`src/verilog/jls_pkg.sv`:
```
// package: constants and types shared by both ends of the link sync block
package jls_pkg;
  // ----------------------------------------
  // apb map and field layout
  // ----------------------------------------
  localparam logic [7:0]  OFS_CTRL  = 8'h00;
  localparam logic [7:0]  OFS_CFG   = 8'h04;
  localparam logic [7:0]  OFS_STAT  = 8'h08;
  localparam int          CT_SUB    = 0;
  localparam int          CT_ILAS   = 2;
  localparam int          CT_ALERT  = 3;
  localparam int          CT_TWO    = 4;
  localparam int          CT_K      = 8;
  localparam int          CT_TMO    = 16;
  localparam int          CF_DID    = 0;
  localparam int          CF_BID    = 8;
  localparam int          CF_SCR    = 12;
  localparam logic [31:0] CTRL_RST  = 32'h0004_0f14;
  localparam logic [31:0] CFG_RST   = 32'h0000_0000;
  // ----------------------------------------
  // control characters
  // ----------------------------------------
  localparam logic [7:0]  K_285     = 8'hbc;
  localparam logic [7:0]  K_280     = 8'h1c;
  localparam logic [7:0]  K_283     = 8'h7c;
  localparam logic [7:0]  K_284     = 8'h9c;
  // ----------------------------------------
  // fixed link parameters, coded value minus one where a count
  // ----------------------------------------
  localparam logic [7:0]  F_M1_ONE  = 8'h03;
  localparam logic [7:0]  F_M1_TWO  = 8'h01;
  localparam logic [4:0]  L_M1_ONE  = 5'h00;
  localparam logic [4:0]  L_M1_TWO  = 5'h01;
  localparam logic [7:0]  M_M1      = 8'h01;
  localparam logic [4:0]  N_M1      = 5'h0d;
  localparam logic [4:0]  NP_M1     = 5'h0f;
  localparam logic [1:0]  CS_VAL    = 2'h1;
  localparam logic [2:0]  JESDV     = 3'h1;
  localparam logic [4:0]  S_M1      = 5'h00;
  localparam logic [3:0]  ADJCNT    = 4'h0;
  localparam logic        ADJDIR    = 1'b0;
  localparam logic        PHADJ     = 1'b0;
  localparam logic        HD        = 1'b0;
  localparam logic [4:0]  CF        = 5'h00;
  // ----------------------------------------
  // sequence counts
  // ----------------------------------------
  localparam logic [2:0]  DETECT_LAST = 3'h4;
  localparam logic [2:0]  CGS_LAST    = 3'h3;
  localparam logic [1:0]  ILAS_LAST   = 2'h3;
  localparam logic [7:0]  CFG_FIRST   = 8'h02;
  localparam logic [7:0]  CFG_LAST    = 8'h0f;
  localparam logic [3:0]  SYSREF_LEN  = 4'h4;
  typedef enum logic [2:0] {
    ST_DATA   = 3'b000,
    ST_DETECT = 3'b001,
    ST_CGS    = 3'b011,
    ST_REL    = 3'b010,
    ST_ILAS   = 3'b110
  } jls_state_t;
endpackage

```
`src/verilog/jls_link_if.sv`:
```
// interface: sync request, sysref and two octet lanes between the ends
`timescale 1ns/1ps
`default_nettype none
interface jls_link_if;
  logic            sync_n;
  logic            sysref;
  logic [1:0][7:0] lane_data;
  logic [1:0]      lane_k;
  modport dev  (input sync_n, input sysref, output lane_data, output lane_k);
  modport host (output sync_n, output sysref, input lane_data, input lane_k);
endinterface
`default_nettype wire

```
`src/verilog/jls_lfc.sv`:
```
// frame and multiframe position counters with realign inputs
`timescale 1ns/1ps
`default_nettype none
module jls_lfc (
  input  wire logic       pclk,
  input  wire logic       presetn,
  input  wire logic       realign,
  input  wire logic       mf_reset,
  input  wire logic [7:0] f_m1,
  input  wire logic [4:0] k_m1,
  output logic            frame_start,
  output logic            mf_start,
  output logic [7:0]      oct,
  output logic [7:0]      mf_pos
);
  logic [7:0] oct_reg;
  logic [4:0] frm_reg;
  logic [7:0] pos_reg;
  logic [4:0] frm;

  // realign makes this very cycle position zero of frame and multiframe
  assign oct         = realign ? 8'h00 : oct_reg;
  assign frm         = (realign || mf_reset) ? 5'h00 : frm_reg;
  assign mf_pos      = (realign || mf_reset) ? 8'h00 : pos_reg;
  assign frame_start = realign || (oct_reg == 8'h00);
  assign mf_start    = frame_start && (mf_reset || frm == 5'h00);

  always_ff @(posedge pclk or negedge presetn) begin
    if (!presetn) begin
      oct_reg <= 8'h00;
      frm_reg <= 5'h00;
      pos_reg <= 8'h00;
    end else if (oct >= f_m1) begin
      oct_reg <= 8'h00;
      frm_reg <= (frm >= k_m1) ? 5'h00 : frm + 5'h01;
      pos_reg <= (frm >= k_m1) ? 8'h00 : mf_pos + 8'h01;
    end else begin
      oct_reg <= oct + 8'h01;
      frm_reg <= frm;
      pos_reg <= mf_pos + 8'h01;
    end
  end
endmodule
`default_nettype wire

```
`src/verilog/jls_tx_dev.sv`:
```
// device end: sync request handling, alignment sequence and lane framing
`timescale 1ns/1ps
`default_nettype none
// Behaviour
// - receiver drives active-low sync request
// - receiver may request sync any time
// - request seen on fifth local frame edge
// - K28.5 stream from next frame boundary
// - receiver releases after four K28.5
// - all lanes align together
// - receiver requests may be combined
// - subclass 0 release ends at frame boundary
// - subclass 0 alignment: marker reset, four multiframes
// - alignment disabled: data follows directly
// - subclass 0 never realigns clocks
// - subclass 1 sysref edge resets clocks
// - alert mode: first pulse arms, second resets
// - alert mode disarms after multiframe timeout
// - subclass 2 sync release realigns clocks
// - receiver parameters match device parameters
// - counts coded minus one, fixed values
// - checksum is field sum modulo 256
// - single-lane or two-lane mapping
// - subclass 1 release ends at multiframe
// - alignment multiframes open K28.0, close K28.3
module jls_tx_dev (
  input  wire logic        pclk,
  input  wire logic        presetn,
  input  wire logic [7:0]  paddr,
  input  wire logic        psel,
  input  wire logic        penable,
  input  wire logic        pwrite,
  input  wire logic [31:0] pwdata,
  output logic [31:0]      prdata,
  output logic             pready,
  output logic             pslverr,
  input  wire logic [13:0] sample_a,
  input  wire logic        ovr_a,
  input  wire logic [13:0] sample_b,
  input  wire logic        ovr_b,
  output logic             link_up,
  jls_link_if.dev          link
);
  // ----------------------------------------
  // declarations
  // ----------------------------------------
  jls_pkg::jls_state_t state_reg, state_next;
  logic [31:0] ctrl_reg, cfg_reg, rd_data;
  logic [1:0]  sub;
  logic        ilas_en, alert_en, two_lane, scr;
  logic [4:0]  k_m1, l_m1, lid;
  logic [7:0]  f_m1, tmo, did, mf_last;
  logic [3:0]  bid;
  logic        setup, access, hit;
  logic        sync_meta, sync_s, sref_meta, sref_s, sref_d, sref_rise;
  logic        frame_start, mf_start, realign, mf_reset, rel_edge, entering;
  logic [7:0]  oct, mf_pos, ilas_cnt, ilas_cnt_reg, tmo_cnt_reg;
  logic [1:0]  ilas_mf, mf_idx_reg;
  logic [2:0]  det_cnt_reg;
  logic        armed_reg;
  logic [15:0] hold_a_reg, hold_b_reg, wa, wb;
  logic [7:0]  cfg_oct [2][14];
  logic [7:0]  sym_d [2];
  logic        sym_k [2];

  // ----------------------------------------
  // settings
  // ----------------------------------------
  assign sub      = ctrl_reg[jls_pkg::CT_SUB +: 2];
  assign ilas_en  = ctrl_reg[jls_pkg::CT_ILAS];
  assign alert_en = ctrl_reg[jls_pkg::CT_ALERT];
  assign two_lane = ctrl_reg[jls_pkg::CT_TWO];
  assign k_m1     = ctrl_reg[jls_pkg::CT_K +: 5];
  assign tmo      = ctrl_reg[jls_pkg::CT_TMO +: 8];
  assign did      = cfg_reg[jls_pkg::CF_DID +: 8];
  assign bid      = cfg_reg[jls_pkg::CF_BID +: 4];
  assign scr      = cfg_reg[jls_pkg::CF_SCR];
  assign f_m1     = two_lane ? jls_pkg::F_M1_TWO : jls_pkg::F_M1_ONE;
  assign l_m1     = two_lane ? jls_pkg::L_M1_TWO : jls_pkg::L_M1_ONE;
  assign mf_last  = 8'(({8'h00, f_m1} + 16'h1) * ({11'h0, k_m1} + 16'h1) - 16'h1);

  // ----------------------------------------
  // apb slave, zero wait states
  // ----------------------------------------
  assign setup  = psel && !penable;
  assign access = psel && penable && pready;
  assign hit    = paddr == jls_pkg::OFS_CTRL || paddr == jls_pkg::OFS_CFG ||
                  paddr == jls_pkg::OFS_STAT;

  always_comb begin
    case (paddr)
      jls_pkg::OFS_CTRL: rd_data = ctrl_reg;
      jls_pkg::OFS_CFG:  rd_data = cfg_reg;
      jls_pkg::OFS_STAT: rd_data = {27'h0, link_up, armed_reg, state_reg};
      default:           rd_data = 32'h0000_0000;
    endcase
  end

  always_ff @(posedge pclk or negedge presetn) begin
    if (!presetn) begin
      pready  <= 1'b0;
      pslverr <= 1'b0;
      prdata  <= 32'h0000_0000;
    end else begin
      pready  <= setup;
      pslverr <= setup && !hit;
      prdata  <= (setup && !pwrite) ? rd_data : 32'h0000_0000;
    end
  end

  always_ff @(posedge pclk or negedge presetn) begin
    if (!presetn) begin
      ctrl_reg <= jls_pkg::CTRL_RST;
      cfg_reg  <= jls_pkg::CFG_RST;
    end else if (access && pwrite) begin
      if (paddr == jls_pkg::OFS_CTRL) ctrl_reg <= pwdata;
      if (paddr == jls_pkg::OFS_CFG) cfg_reg <= pwdata;
    end
  end

  // ----------------------------------------
  // pin synchronisers
  // ----------------------------------------
  always_ff @(posedge pclk or negedge presetn) begin
    if (!presetn) begin
      sync_meta <= 1'b0;
      sync_s    <= 1'b0;
      sref_meta <= 1'b0;
      sref_s    <= 1'b0;
      sref_d    <= 1'b0;
    end else begin
      sync_meta <= link.sync_n;
      sync_s    <= sync_meta;
      sref_meta <= link.sysref;
      sref_s    <= sref_meta;
      sref_d    <= sref_s;
    end
  end
  assign sref_rise = sref_s && !sref_d;

  // ----------------------------------------
  // local clocks and alert mode
  // ----------------------------------------
  // subclass 0 never realigns; only the marker reset before alignment
  assign realign = (sub == 2'd1 && sref_rise && (!alert_en || armed_reg)) ||
                   (sub == 2'd2 && state_reg == jls_pkg::ST_CGS && sync_s);
  assign mf_reset = sub == 2'd0 && state_reg == jls_pkg::ST_REL && frame_start &&
                    sync_s && ilas_en;

  jls_lfc u_lfc (
    .pclk        (pclk),
    .presetn     (presetn),
    .realign     (realign),
    .mf_reset    (mf_reset),
    .f_m1        (f_m1),
    .k_m1        (k_m1),
    .frame_start (frame_start),
    .mf_start    (mf_start),
    .oct         (oct),
    .mf_pos      (mf_pos)
  );

  always_ff @(posedge pclk or negedge presetn) begin
    if (!presetn) begin
      armed_reg   <= 1'b0;
      tmo_cnt_reg <= 8'h00;
    end else if (sub != 2'd1 || !alert_en) begin
      armed_reg   <= 1'b0;
      tmo_cnt_reg <= 8'h00;
    end else if (sref_rise) begin
      armed_reg   <= !armed_reg;
      tmo_cnt_reg <= 8'h00;
    end else if (armed_reg && mf_start) begin
      if (tmo_cnt_reg + 8'h01 >= tmo) armed_reg <= 1'b0;
      tmo_cnt_reg <= tmo_cnt_reg + 8'h01;
    end
  end

  // ----------------------------------------
  // sync state machine, one for all lanes
  // ----------------------------------------
  assign rel_edge = (sub == 2'd0) ? frame_start : mf_start;

  always_comb begin
    state_next = state_reg;
    case (state_reg)
      jls_pkg::ST_DATA, jls_pkg::ST_ILAS: begin
        if (!sync_s) begin
          state_next = jls_pkg::ST_DETECT;
        end else if (state_reg == jls_pkg::ST_ILAS && mf_start &&
                     mf_idx_reg == jls_pkg::ILAS_LAST) begin
          state_next = jls_pkg::ST_DATA;
        end
      end
      jls_pkg::ST_DETECT: begin
        if (frame_start && det_cnt_reg == jls_pkg::DETECT_LAST) begin
          state_next = jls_pkg::ST_CGS;
        end
      end
      jls_pkg::ST_CGS: begin
        if (sync_s) state_next = jls_pkg::ST_REL;
      end
      jls_pkg::ST_REL: begin
        if (!sync_s) begin
          state_next = jls_pkg::ST_CGS;
        end else if (rel_edge) begin
          state_next = ilas_en ? jls_pkg::ST_ILAS : jls_pkg::ST_DATA;
        end
      end
      default: state_next = jls_pkg::ST_CGS;
    endcase
  end

  always_ff @(posedge pclk or negedge presetn) begin
    if (!presetn) begin
      state_reg   <= jls_pkg::ST_CGS;
      det_cnt_reg <= 3'h0;
      link_up     <= 1'b0;
    end else begin
      state_reg   <= state_next;
      det_cnt_reg <= (state_reg != jls_pkg::ST_DETECT) ? 3'h0 :
                     det_cnt_reg + 3'(frame_start);
      link_up     <= state_next == jls_pkg::ST_DATA;
    end
  end

  // ----------------------------------------
  // alignment sequence counters
  // ----------------------------------------
  assign entering = state_reg != jls_pkg::ST_ILAS && state_next == jls_pkg::ST_ILAS;
  assign ilas_cnt = entering ? 8'h00 : ilas_cnt_reg;
  assign ilas_mf  = entering ? 2'h0 : mf_idx_reg + 2'(mf_start);

  always_ff @(posedge pclk or negedge presetn) begin
    if (!presetn) begin
      ilas_cnt_reg <= 8'h00;
      mf_idx_reg   <= 2'h0;
    end else begin
      ilas_cnt_reg <= ilas_cnt + 8'h01;
      mf_idx_reg   <= ilas_mf;
    end
  end

  // ----------------------------------------
  // link configuration octets per lane
  // ----------------------------------------
  always_comb begin
    lid = 5'h00;
    for (int l = 0; l < 2; l++) begin
      lid = 5'(l);
      cfg_oct[l][0]  = did;
      cfg_oct[l][1]  = {jls_pkg::ADJCNT, bid};
      cfg_oct[l][2]  = {1'b0, jls_pkg::ADJDIR, jls_pkg::PHADJ, lid};
      cfg_oct[l][3]  = {scr, 2'b00, l_m1};
      cfg_oct[l][4]  = f_m1;
      cfg_oct[l][5]  = {3'b000, k_m1};
      cfg_oct[l][6]  = jls_pkg::M_M1;
      cfg_oct[l][7]  = {jls_pkg::CS_VAL, 1'b0, jls_pkg::N_M1};
      cfg_oct[l][8]  = {1'b0, sub, jls_pkg::NP_M1};
      cfg_oct[l][9]  = {jls_pkg::JESDV, jls_pkg::S_M1};
      cfg_oct[l][10] = {jls_pkg::HD, 2'b00, jls_pkg::CF};
      cfg_oct[l][11] = 8'h00;
      cfg_oct[l][12] = 8'h00;
      // wraps naturally at 8 bits
      cfg_oct[l][13] = 8'(did + bid + lid + scr + l_m1 + f_m1 + k_m1 + jls_pkg::M_M1 +
                          jls_pkg::CS_VAL + jls_pkg::N_M1 + sub + jls_pkg::NP_M1 +
                          jls_pkg::JESDV + jls_pkg::S_M1 + jls_pkg::HD + jls_pkg::CF +
                          jls_pkg::ADJCNT + jls_pkg::ADJDIR + jls_pkg::PHADJ);
    end
  end

  // ----------------------------------------
  // sample framing
  // ----------------------------------------
  function automatic logic [7:0] data_octet(input logic [15:0] a, input logic [15:0] b,
                                            input logic [7:0] o, input logic two,
                                            input int lane);
    logic [15:0] w;
    w = two ? ((lane == 0) ? a : b) : (o[1] ? b : a);
    data_octet = o[0] ? w[7:0] : w[15:8];
  endfunction

  assign wa = (oct == 8'h00) ? {sample_a, ovr_a, 1'b0} : hold_a_reg;
  assign wb = (oct == 8'h00) ? {sample_b, ovr_b, 1'b0} : hold_b_reg;

  always_ff @(posedge pclk or negedge presetn) begin
    if (!presetn) begin
      hold_a_reg <= 16'h0000;
      hold_b_reg <= 16'h0000;
    end else if (frame_start) begin
      hold_a_reg <= wa;
      hold_b_reg <= wb;
    end
  end

  // ----------------------------------------
  // lane symbols, chosen from the next state so boundaries line up
  // ----------------------------------------
  always_comb begin
    for (int l = 0; l < 2; l++) begin
      sym_k[l] = 1'b0;
      sym_d[l] = 8'h00;
      if (l == 0 || two_lane) begin
        case (state_next)
          jls_pkg::ST_CGS, jls_pkg::ST_REL: begin
            sym_k[l] = 1'b1;
            sym_d[l] = jls_pkg::K_285;
          end
          jls_pkg::ST_ILAS: begin
            sym_k[l] = 1'b1;
            if (mf_pos == 8'h00) begin
              sym_d[l] = jls_pkg::K_280;
            end else if (mf_pos == mf_last) begin
              sym_d[l] = jls_pkg::K_283;
            end else if (ilas_mf == 2'h1 && mf_pos == 8'h01) begin
              sym_d[l] = jls_pkg::K_284;
            end else if (ilas_mf == 2'h1 && mf_pos >= jls_pkg::CFG_FIRST &&
                         mf_pos <= jls_pkg::CFG_LAST) begin
              sym_k[l] = 1'b0;
              sym_d[l] = cfg_oct[l][4'(mf_pos - jls_pkg::CFG_FIRST)];
            end else begin
              sym_k[l] = 1'b0;
              sym_d[l] = ilas_cnt;
            end
          end
          default: sym_d[l] = data_octet(wa, wb, oct, two_lane, l);
        endcase
      end
    end
  end

  always_ff @(posedge pclk or negedge presetn) begin
    if (!presetn) begin
      link.lane_data <= '0;
      link.lane_k    <= 2'b00;
    end else begin
      for (int l = 0; l < 2; l++) begin
        link.lane_data[l] <= sym_d[l];
        link.lane_k[l]    <= sym_k[l];
      end
    end
  end
endmodule
`default_nettype wire

```
`src/flat_wrapper.sv`:
```
// flat-port wrapper written by rule: the top's interface ports become plain ports
module jls_tx_dev_flat 
  (pclk, presetn, paddr, psel, penable, pwrite, pwdata, prdata, pready, pslverr, sample_a, ovr_a, sample_b, ovr_b, link_up, link_sync_n, link_sysref, link_lane_data, link_lane_k);
  jls_link_if link_i ();
  input  wire logic pclk;
  input  wire logic presetn;
  input  wire logic [7:0] paddr;
  input  wire logic psel;
  input  wire logic penable;
  input  wire logic pwrite;
  input  wire logic [31:0] pwdata;
  output logic [31:0] prdata;
  output logic pready;
  output logic pslverr;
  input  wire logic [13:0] sample_a;
  input  wire logic ovr_a;
  input  wire logic [13:0] sample_b;
  input  wire logic ovr_b;
  output logic link_up;
  input wire logic [$bits(link_i.sync_n)-1:0] link_sync_n;
  input wire logic [$bits(link_i.sysref)-1:0] link_sysref;
  output wire logic [$bits(link_i.lane_data)-1:0] link_lane_data;
  output wire logic [$bits(link_i.lane_k)-1:0] link_lane_k;
  assign link_i.sync_n = link_sync_n;
  assign link_i.sysref = link_sysref;
  assign link_lane_data = link_i.lane_data;
  assign link_lane_k = link_i.lane_k;
  jls_tx_dev u_core (.pclk(pclk), .presetn(presetn), .paddr(paddr), .psel(psel), .penable(penable), .pwrite(pwrite), .pwdata(pwdata), .prdata(prdata), .pready(pready), .pslverr(pslverr), .sample_a(sample_a), .ovr_a(ovr_a), .sample_b(sample_b), .ovr_b(ovr_b), .link_up(link_up), .link(link_i));
endmodule
```
`config.mk`:
```
export PLATFORM = sky130hd
export DESIGN_NAME = jls_tx_dev_flat
export DESIGN_NICKNAME = d
export VERILOG_FILES = /design/src/verilog/jls_pkg.sv /design/src/verilog/jls_link_if.sv /design/src/verilog/jls_lfc.sv /design/src/verilog/jls_tx_dev.sv /design/src/flat_wrapper.sv
export SDC_FILE = /design/constraint.sdc
export NUM_CORES = 1
export LEC_CHECK = 0
export BUFFER_PORTS_ARGS = -buffer_cell sky130_fd_sc_hd__buf_2
export CAP_MARGIN = 20
export CORE_UTILIZATION = 30
export DETAILED_ROUTE_END_ITERATION = 7
export GPL_TIMING_DRIVEN = 0
export PLACE_DENSITY = 0.49
export SYNTH_ARGS = -nofsm -noshare
export SYNTH_HDL_FRONTEND = slang
export SYNTH_SLANG_ARGS = --single-unit
```
`constraint.sdc`:
```
create_clock -name pclk -period 5.45 [get_ports pclk]
set_input_delay 1.09 -clock pclk [delete_from_list [all_inputs] [get_ports pclk]]
set_output_delay 1.09 -clock pclk [all_outputs]
set_load 0.02 [all_outputs]
```
==> results.toml, run 1 <==
[sta]
worstMarginPinSlew_ns = 0.9086
skew_ns = 0.02093
min_period_ns = 4.945
hold_viol = 0
setup_viol = 0
finalCritPeriodShare_pct = 90.73
fmax_mhz = 202.2
grt_setup_unrepaired = "false"
setup_ws_ns = 0.5050
maxSlewViolCount = 0
relSlewSlack_pct = 39.43

[global_routing]
grt_max_degree = 106
grt_pass1_vias = 8795
grt_pass1_wl_um = 50170
antenna_found_initial = 2
overflow = 0
track_usage_pct = 16.84

[clock_tree]
cts_sinks = 200
htreeDepth = 4
cts_hold_buf = 0
clkTransAtPathRegs_ns = 0.08
clockRootBuffer = "clkbuf_16"
clock_latency_ns = 0.46
cts_tree = "built"
cts_buffer_depth = 2
numCtsBuffers = 17
post_cts_buffers = 0

[worst_setup_path]
end_kind = "register"
reg2reg_depth = 14
reg2reg_to = "u_core.link.lane_k[1]"
ff2ff_setup_slack_ns = 0.51
cp_data_required_time_ns = 5.80
crit_arrival_ns = 5.29
critical_path_class = "register to register"
cp_max_fo = 17
cp-start-kind = "register"
startpoint = "u_core.ctrl_reg[4]"
rr_startpoint = "u_core.ctrl_reg[4]"

[synth]
synthTopCellsByArea = "dfrtp_1 42%, mux2_2 8.3%, ha_1 6.6%, mux2i_1 4.8%, nor2_1 3.0%"
synth-edff-count = 0
synthCells = 1113
ys_ff_latch = 200
synthXorXnorAreaFrac_pct = 4.248
synthMuxAreaShare_pct = 13.45
avgSynthCellArea_um2 = 10.30
synth_seq_area_share_pct = 43.78
synth-simple-area-share_pct = 14.83
synth_adder_area_share_pct = 8.648
yosysTopAreaCell = "dfrtp_1"
syn_area_um2 = 11460
ys_warn_count = 0
synth_compound_area_share_pct = 11.59
synth_top_family_by_area = "simple AND/OR/NAND/NOR gates"
synthArstFlopShare_pct = 100.0
netlist-cell-type-count = 75
yosysTopAreaCellShare_pct = 41.71
synth_flop_cell = "dfrtp_1"

[hold_path]
holdCritStartpoint = "u_core.sync_meta"
hold_depth = 0
hold_path.class = "register to register"
hold_end = "u_core.sync_s"

[power_and_ir_drop]
pwr-share-comb_pct = 25.3
p_switching_mw = 1.382
seqPwrFrac_pct = 41.5
finalPower_mw = 4.052
power_per_cell_area_nw_per_um2 = 301.6
switching_share_pct = 34.11
p_leak_nw = 6.369
intPower_mw = 2.670
pwr-share-clk_pct = 33.2
vdd_ir_drop_max_v = 0.0002379

[placed_design]
dp_hpwl_um = 23930
gp_congestion = 0.8957
dpl.cell_count = 1758
dpl_cell_area_um2 = 12800
numPortBuffers = 127
dp_slack_ns = -0.08176

[die]
die_x_um = 197.4
io_pins = 130
num_rows = 71
fp.dieArea_um2 = 38980
fp.dieH_um = 197.4
initial_core_util_pct = 30.42
core_area_um2 = 37670

[run_status]
outcome = "completed"

[finish]
finalNonFillerCells = 1790
nets = 1414
drive_above_1_share_pct = 22.69
layout_commonest_cell = "dfrtp_1"
syn_to_final_growth_pct = 17.23
final_cell_mix = "191 x dfrtp_1, 134 x buf_2, 92 x nor2_1, 84 x nand2_1, 84 x mux2_2"
finalInstanceArea_um2 = 13430

[routing]
dr.pass1.iters = 5
drt_iter0_drc = 600
wl_per_cell_um = 17.50
antenna_left = 0
vias_per_cell = 4.868
wl_um = 31320
drc = 0
route.vias.total = 8714

[flow_run]
drv_cap = 0
-- critical path, cell delays in order (launching register included) --
cell and delay [ns]:
dfstp_2 0.81, clkinv_1 0.60, nor2_1 0.34, nor2_1 0.10
fa_1 0.46, ha_1 0.31, ha_1 0.37, nor4bb_1 0.27
mux2i_1 0.11, a31oi_1 0.17, a21oi_1 0.11, nor4_4 0.55
nor3b_1 0.15, buf_2 0.22, nor3_1 0.24
-- synth_stat cells (all sizes together), types with 13 or more instances --
cell type,number
clkbuf,26
buf,20
nor3,20
dfrtp,191
nor2,95
xnor2,29
mux2,84
nand2,84
inv,47
ha,60
xor2,24
o21ai,68
and2,17
mux2i,55
nor2b,25
a21o,13
nand3,34
a21oi,50
-- worst max-delay path by stage --
stage	end	slack, ns
3_3_place_gp	u_core.link.lane_k[1]	-0.33
2_1_floorplan	u_core.link.lane_data[2]	1.30
4_1_cts	u_core.link.lane_k[1]	0.06
5_1_grt	u_core.link.lane_k[1]	0.05
6_report	u_core.link.lane_k[1]	0.51
3_5_place_dp	u_core.link.lane_k[1]	-0.08
-- kinds of logic after synthesis --
kind of cell,after synthesis
xor gates and xnor gates,54
muxes,141
buffers and inverters,94
adders and majority gates,72
DFF,200
other,2
AOI/OAI and AO/OA,210
and+or+nand+nor,340
-- layout make-up --
| cell class | count | area [um^2] |
|---|---|---|
| fill | 3928 | 24230 |
| multi-input combinational | 824 | 6081 |
| sequential | 200 | 5016 |
| timing repair buffer | 129 | 680.7 |
| tap | 511 | 639.4 |
| clock buffer | 17 | 425.4 |
| buffer | 45 | 205.2 |
| clock inverter | 15 | 202.7 |
| inverter | 48 | 180.2 |
| antenna | 1 | 2.502 |
-- per-stage QoR --
step / hold WS, ns / utilization, % / setup TNS (ns)
after floorplan: 0.3312 / - / 0
after global placement: 0.3401 / 33.86 / -55.93
after detailed placement: 0.3386 / 33.98 / -0.2872
after CTS: 0.3553 / 35.67 / 0
after global routing: 0.3716 / 35.66 / 0
final: 0.3546 / 35.66 / 0
-- power by group through the flow --
stage | clock network (mW) | registers (mW) | logic, mW
floorplan | 0 | 1.70 | 0.698
global placement | 0 | 1.71 | 1.01
detailed placement | 0 | 1.71 | 1.02
CTS | 1.38 | 1.68 | 1.03
global route | 1.44 | 1.70 | 1.14
finish | 1.34 | 1.68 | 1.03
-- routing by layer --
metal / global-route usage [%] / up-vias / wire, um / part of all wire, %
met2: 26.86 / 152 / 14670 / 47
met3: 3.107 / 25 / 1191 / 3.8
met1: 23.33 / 4303 / 15020 / 48
met4: 4.450 / 2 / 425 / 1.4
met5: 0 / - / 13 / 0.042
li1: - / 4232 / - / -
-- timing repair --
item / CTS / global route
setup endpoints to repair: 9 / 11
pin swaps: 0 / 0
gates resized for setup: 1 / 0
(Power assumes the default switching activity.)
==> inputs of run 2 (changes only) <==
BUFFER_PORTS_ARGS = default   (was -buffer_cell sky130_fd_sc_hd__buf_2)
DONT_BUFFER_PORTS = 1   (was default)
PLACE_DENSITY = 0.46   (was 0.49)
==> results.toml, run 2 (synthesis gave the netlist of run 1 again) <==
[global_routing]
use_met3_pct = 3.551
overflow = 0
grt_max_degree = 201
grt_pass1_wl_um = 49510
grtUsageMet1_pct = 22.53
antenna_found_initial = 0
grt_pass1_vias = 8510
track_usage_pct = 16.79
use_met2_pct = 26.84
top_usage_layer = "met2"

[worst_setup_path]
max_stage_delay_ns = 0.63
crit_arrival_ns = 5.41
crit_chain = "nor2b_1 > and3_1 > or2_1 > buf_4 > nor2_1 > clkbuf_1 > nand2_1 > ha_1 > clkbuf_1 > nor2b_1 > nand2_1 > nor3_2 > nand2_1 > o22ai_1 > o21ai_0 > a32oi_1"
cp_max_fo = 10
crit_slowest_cell = "dfrtp_1"
cp_common_cell = "nand2_1"
cp-start-kind = "register"
ff2ff_setup_slack_ns = 0.38
critical_path_class = "register to register"
end_kind = "register"
cp_data_required_time_ns = 5.79

[sta]
hold_viol = 0
fmax_mhz = 197.4
min_period_ns = 5.066
grt_setup_unrepaired = "false"
maxSlewViolCount = 0
relSlewSlack_pct = 42.19
skew_ns = 0.01300
setup_viol = 0
finalCritPeriodShare_pct = 92.96
final.setup.tns_ns = 0
worstMarginPinSlew_ns = 0.8671

[clock_tree]
clkTransAtPathRegs_ns = 0.08
post_cts_buffers = 0
numCtsBuffers = 17
clock_latency_ns = 0.46
cts_tree = "built"
cts_sinks = 200
cts_buffer_depth = 2
htreeDepth = 4
clockRootBuffer = "clkbuf_16"
cts_hold_buf = 0
cts_resized = 1

[die]
io_pins = 130
fp.dieH_um = 197.4
initial_core_util_pct = 30.42
fp.dieArea_um2 = 38980
num_rows = 71
core_area_um2 = 37670
die_x_um = 197.4

[finish]
drive_above_1_share_pct = 14.25
finalNonFillerCells = 1662
syn_to_final_growth_pct = 10.93
final_cell_mix = "191 x dfrtp_1, 91 x nor2_1, 84 x nand2_1, 84 x mux2_2, 65 x o21ai_0"
num-fill-cells = 3906
layout_commonest_cell = "dfrtp_1"
nets = 1287
num_antenna_cells = 0

[placed_design]
numPortBuffers = 0
gp_congestion = 0.8681
dp_hpwl_um = 23610
dpl.cell_count = 1630

[power_and_ir_drop]
vdd_ir_drop_max_v = 0.0002540
power_per_cell_area_nw_per_um2 = 305.3
p_leak_nw = 5.779

[routing]
wl_per_cell_um = 18.87
wl_um = 31360
vias_per_cell = 4.974
route.vias.total = 8267
dr.pass1.iters = 4
drc = 0
drt_iter0_drc = 371
antenna_left = 0

[flow_run]
drv_cap = 0

[run_status]
outcome = "completed"

[hold_path]
hold_path.class = "input port to asynchronous set/reset pin"
==> run 2: cell types whose count changed in the layout (fill, tap and decap cells not counted), moves of 2 or more <==
| cell | delta |
|---|---|
| clkinv_4 | -2 |
| clkinvlp_4 | +3 |
| clkbuf_2 | +2 |
| inv_6 | +2 |
| clkinv_8 | -3 |
| buf_2 | -126 |
==> run 2: final timing paths <==
kind,startpoint,to,cells after the start
setup / recovery,u_core.ctrl_reg[1],u_core.link.lane_data[2],16
hold / removal,presetn,u_core.hold_b_reg[3],0
hold reg to reg,u_core.sref_meta,u_core.sref_s,0
setup reg to reg,u_core.ctrl_reg[1],u_core.link.lane_data[2],16
max in group asynchronous,presetn,u_core.prdata[6],0
min in group pclk,u_core.sref_meta,u_core.sref_s,0
==> run 2: stage by stage <==
step | cell area (um^2) | utilization [%] | setup slack [ns] | hold slack (ns) | power (mW)
floorplan | 11480 | - | 1.303 | 0.3312 | 2.398
global placement | 12120 | 32.17 | -0.1571 | 0.3358 | 2.645
detailed placement | 12120 | 32.19 | -0.1649 | 0.3386 | 2.654
CTS | 12710 | 33.73 | 0.01983 | 0.3002 | 3.924
global route | 12710 | 33.75 | 0.008800 | 0.3120 | 4.094
finish | 12710 | 33.75 | 0.3838 | 0.3277 | 3.880
==> run 2: per-layer routing <==
| metal | vias to the layer above | share of wire [%] | wire, um |
|---|---|---|---|
| met5 | - | 0 | 0 |
| met4 | 0 | 2.1 | 654 |
| met3 | 37 | 4.3 | 1356 |
| met2 | 169 | 47 | 14800 |
| met1 | 4075 | 46 | 14550 |
| li1 | 3986 | - | - |
==> run 2: final cells by class <==
cell class | instances | area (um^2) | share of cell area [%]
multi-input cells | 824 | 6083 | 47.86
inverters | 48 | 180.2 | 1.417
well taps | 511 | 639.4 | 5.030
clock buffers | 19 | 442.9 | 3.485
flip-flops and latches | 200 | 5016 | 39.46
repair buffers | 1 | 7.507 | 0.05906
plain buffers | 46 | 211.5 | 1.664
clock inverters | 13 | 130.1 | 1.024
==> run 2: worst max-delay path, delay by kind of cell, from the launching register on <==
kind | cells | cell delay [ns]
AO/OA/AOI/OAI | 3 | 0.77
flip-flops | 1 | 0.63
adder cells (fa/ha/maj) | 1 | 0.31
AND/OR/NAND/NOR | 9 | 2.36
buffers and inverters | 3 | 0.87
==> run 2: report_power, final <==
group          total (mW)  switching, mW  internal [mW]
Clock                1.25          0.632          0.618
Sequential           1.70         0.0907           1.61
Combinational       0.934          0.566          0.368
Total                3.88           1.29           2.59
==> inputs of run 3 (changes only) <==
BUFFER_PORTS_ARGS = -buffer_cell sky130_fd_sc_hd__buf_2   (was default)
DONT_BUFFER_PORTS = default   (was 1)
MAX_ROUTING_LAYER = met4   (was default)
PLACE_DENSITY = 0.49   (was 0.46)
clock period = 5.25 ns   (was 5.45 ns; I/O delays follow)
==> results.toml, run 3 (synthesis gave the netlist of run 1 again) <==
[power_and_ir_drop]
p_leak_nw = 6.361
vdd_ir_drop_max_v = 0.0002858
power_per_cell_area_nw_per_um2 = 311.2
finalPower_mw = 4.183

[finish]
num-fill-cells = 3886
layout_commonest_cell = "dfrtp_1"
syn_to_final_growth_pct = 17.32
finalInstanceArea_um2 = 13440
fin_util_pct = 35.69
nets = 1414
finalNonFillerCells = 1791
final_cell_mix = "191 x dfrtp_1, 134 x buf_2, 91 x nor2_1, 84 x nand2_1, 84 x mux2_2"
drive_above_1_share_pct = 22.93

[clock_tree]
clkTransAtPathRegs_ns = 0.09
cts_buffer_depth = 2
cts_hold_buf = 0
cts_tree = "built"
clock_latency_ns = 0.47
cts_sinks = 200
htreeDepth = 4
clockRootBuffer = "clkbuf_16"
numCtsBuffers = 17
post_cts_buffers = 0

[sta]
skew_ns = 0.01607
worstMarginPinSlew_ns = 0.8789
grt_setup_unrepaired = "false"
fmax_mhz = 207.9
maxSlewViolCount = 0
holdWs_ns = 0.3558
setup_viol = 0
finalCritPeriodShare_pct = 91.60
min_period_ns = 4.809
hold_viol = 0
relSlewSlack_pct = 41.40

[worst_setup_path]
cp_data_required_time_ns = 5.62
reg2reg_to = "u_core.link.lane_data[3]"
end_kind = "register"
cp-start-kind = "register"
ff2ff_setup_slack_ns = 0.44
critical_path_class = "register to register"
reg2reg_depth = 16
startpoint = "u_core.ctrl_reg[0]"
cp_max_fo = 10
crit_arrival_ns = 5.18
rr_startpoint = "u_core.ctrl_reg[0]"
cp-endpoint = "u_core.link.lane_data[3]"

[routing]
antenna_left = 0
drc = 0
drt_iter0_drc = 449
vias_per_cell = 4.894
route.vias.total = 8766
wl_um = 31400
dr.pass1.iters = 5
wl_per_cell_um = 17.53

[placed_design]
dpl_cell_area_um2 = 12800
numPortBuffers = 127
gp_congestion = 0.9026
dpl.cell_count = 1758
dp_hpwl_um = 23910

[hold_path]
hold_path.class = "register to register"

[die]
core_area_um2 = 37670
initial_core_util_pct = 30.42
fp.dieArea_um2 = 38980
die_x_um = 197.4
fp.dieH_um = 197.4
num_rows = 71
io_pins = 130

[global_routing]
antenna_found_initial = 2
track_usage_pct = 17.37
overflow = 0
grt_pass1_wl_um = 50150
grt_max_degree = 112
grt_pass1_vias = 8828

[run_status]
outcome = "completed"

[flow_run]
drv_cap = 0
## run 3: changes by cell type in the layout (fill, tap and decap cells not counted), sizes merged
cell / previous run / this run
clkinvlp: 3 / 1
diode: 0 / 2
clkbuf: 45 / 42
buf: 21 / 149
clkinv: 4 / 8
## run 3: how the worst min path moves through the flow
stage               slack, ns        startpoint             to  cells past startpoint
finish                   0.36  u_core.sync_meta  u_core.sync_s                      0
global route             0.37  u_core.sync_meta  u_core.sync_s                      0
CTS                      0.36  u_core.sync_meta  u_core.sync_s                      0
detailed placement       0.34  u_core.sync_meta  u_core.sync_s                      0
global placement         0.34  u_core.sync_meta  u_core.sync_s                      0
floorplan                0.33  u_core.sref_meta  u_core.sref_s                      0
## run 3: final cells by class
cell class | count | area (um^2) | area share (%)
antenna | 2 | 5.005 | 0.03723
inverter | 48 | 183.9 | 1.368
buffer | 45 | 206.4 | 1.536
sequential | 200 | 5016 | 37.31
tap | 511 | 639.4 | 4.756
clock inverter | 15 | 196.4 | 1.461
multi-input combinational | 824 | 6090 | 45.30
clock buffer | 17 | 425.4 | 3.165
timing repair buffer | 129 | 680.7 | 5.063
## run 3: through the flow
step	setup WS (ns)	TNS (ns)
floorplan	1.103	0
global placement	-0.4891	-87.45
detailed placement	-0.3171	-2.994
CTS	0.1906	0
global route	0.06548	0
finish	0.4408	0
## run 3: worst max-delay path: stages, from the launching register on
cell	delay [ns]
dfrtp_1	0.53
nor2b_1	0.22
and3_1	0.26
or2_1	0.26
buf_4	0.19
nor2_1	0.18
clkbuf_1	0.45
nand2_1	0.20
ha_1	0.31
clkbuf_1	0.24
nor2b_1	0.33
nand2_1	0.19
nor3_4	0.36
nand2_1	0.33
nor3_1	0.25
o21ai_0	0.13
a32oi_1	0.26
## run 3: timing repair
action                     in CTS  in global routing
setup endpoints to repair      17                  9
resized for setup               1                  5
gates cloned                    0                  0
## run 3: layer usage
| metal | global-route usage (%) | vias to the layer above | part of all wire [%] |
|---|---|---|---|
| li1 | - | 4236 | - |
| met1 | 23.24 | 4343 | 48 |
| met2 | 26.85 | 165 | 47 |
| met3 | 3.329 | 22 | 4.0 |
| met4 | 4.536 | 0 | 1.1 |
| met5 | - | - | 0 |
## run 3: power by group
group / internal, mW / switching, mW
registers: 1.67 / 0.0777
logic: 0.412 / 0.660
clock network: 0.655 / 0.711
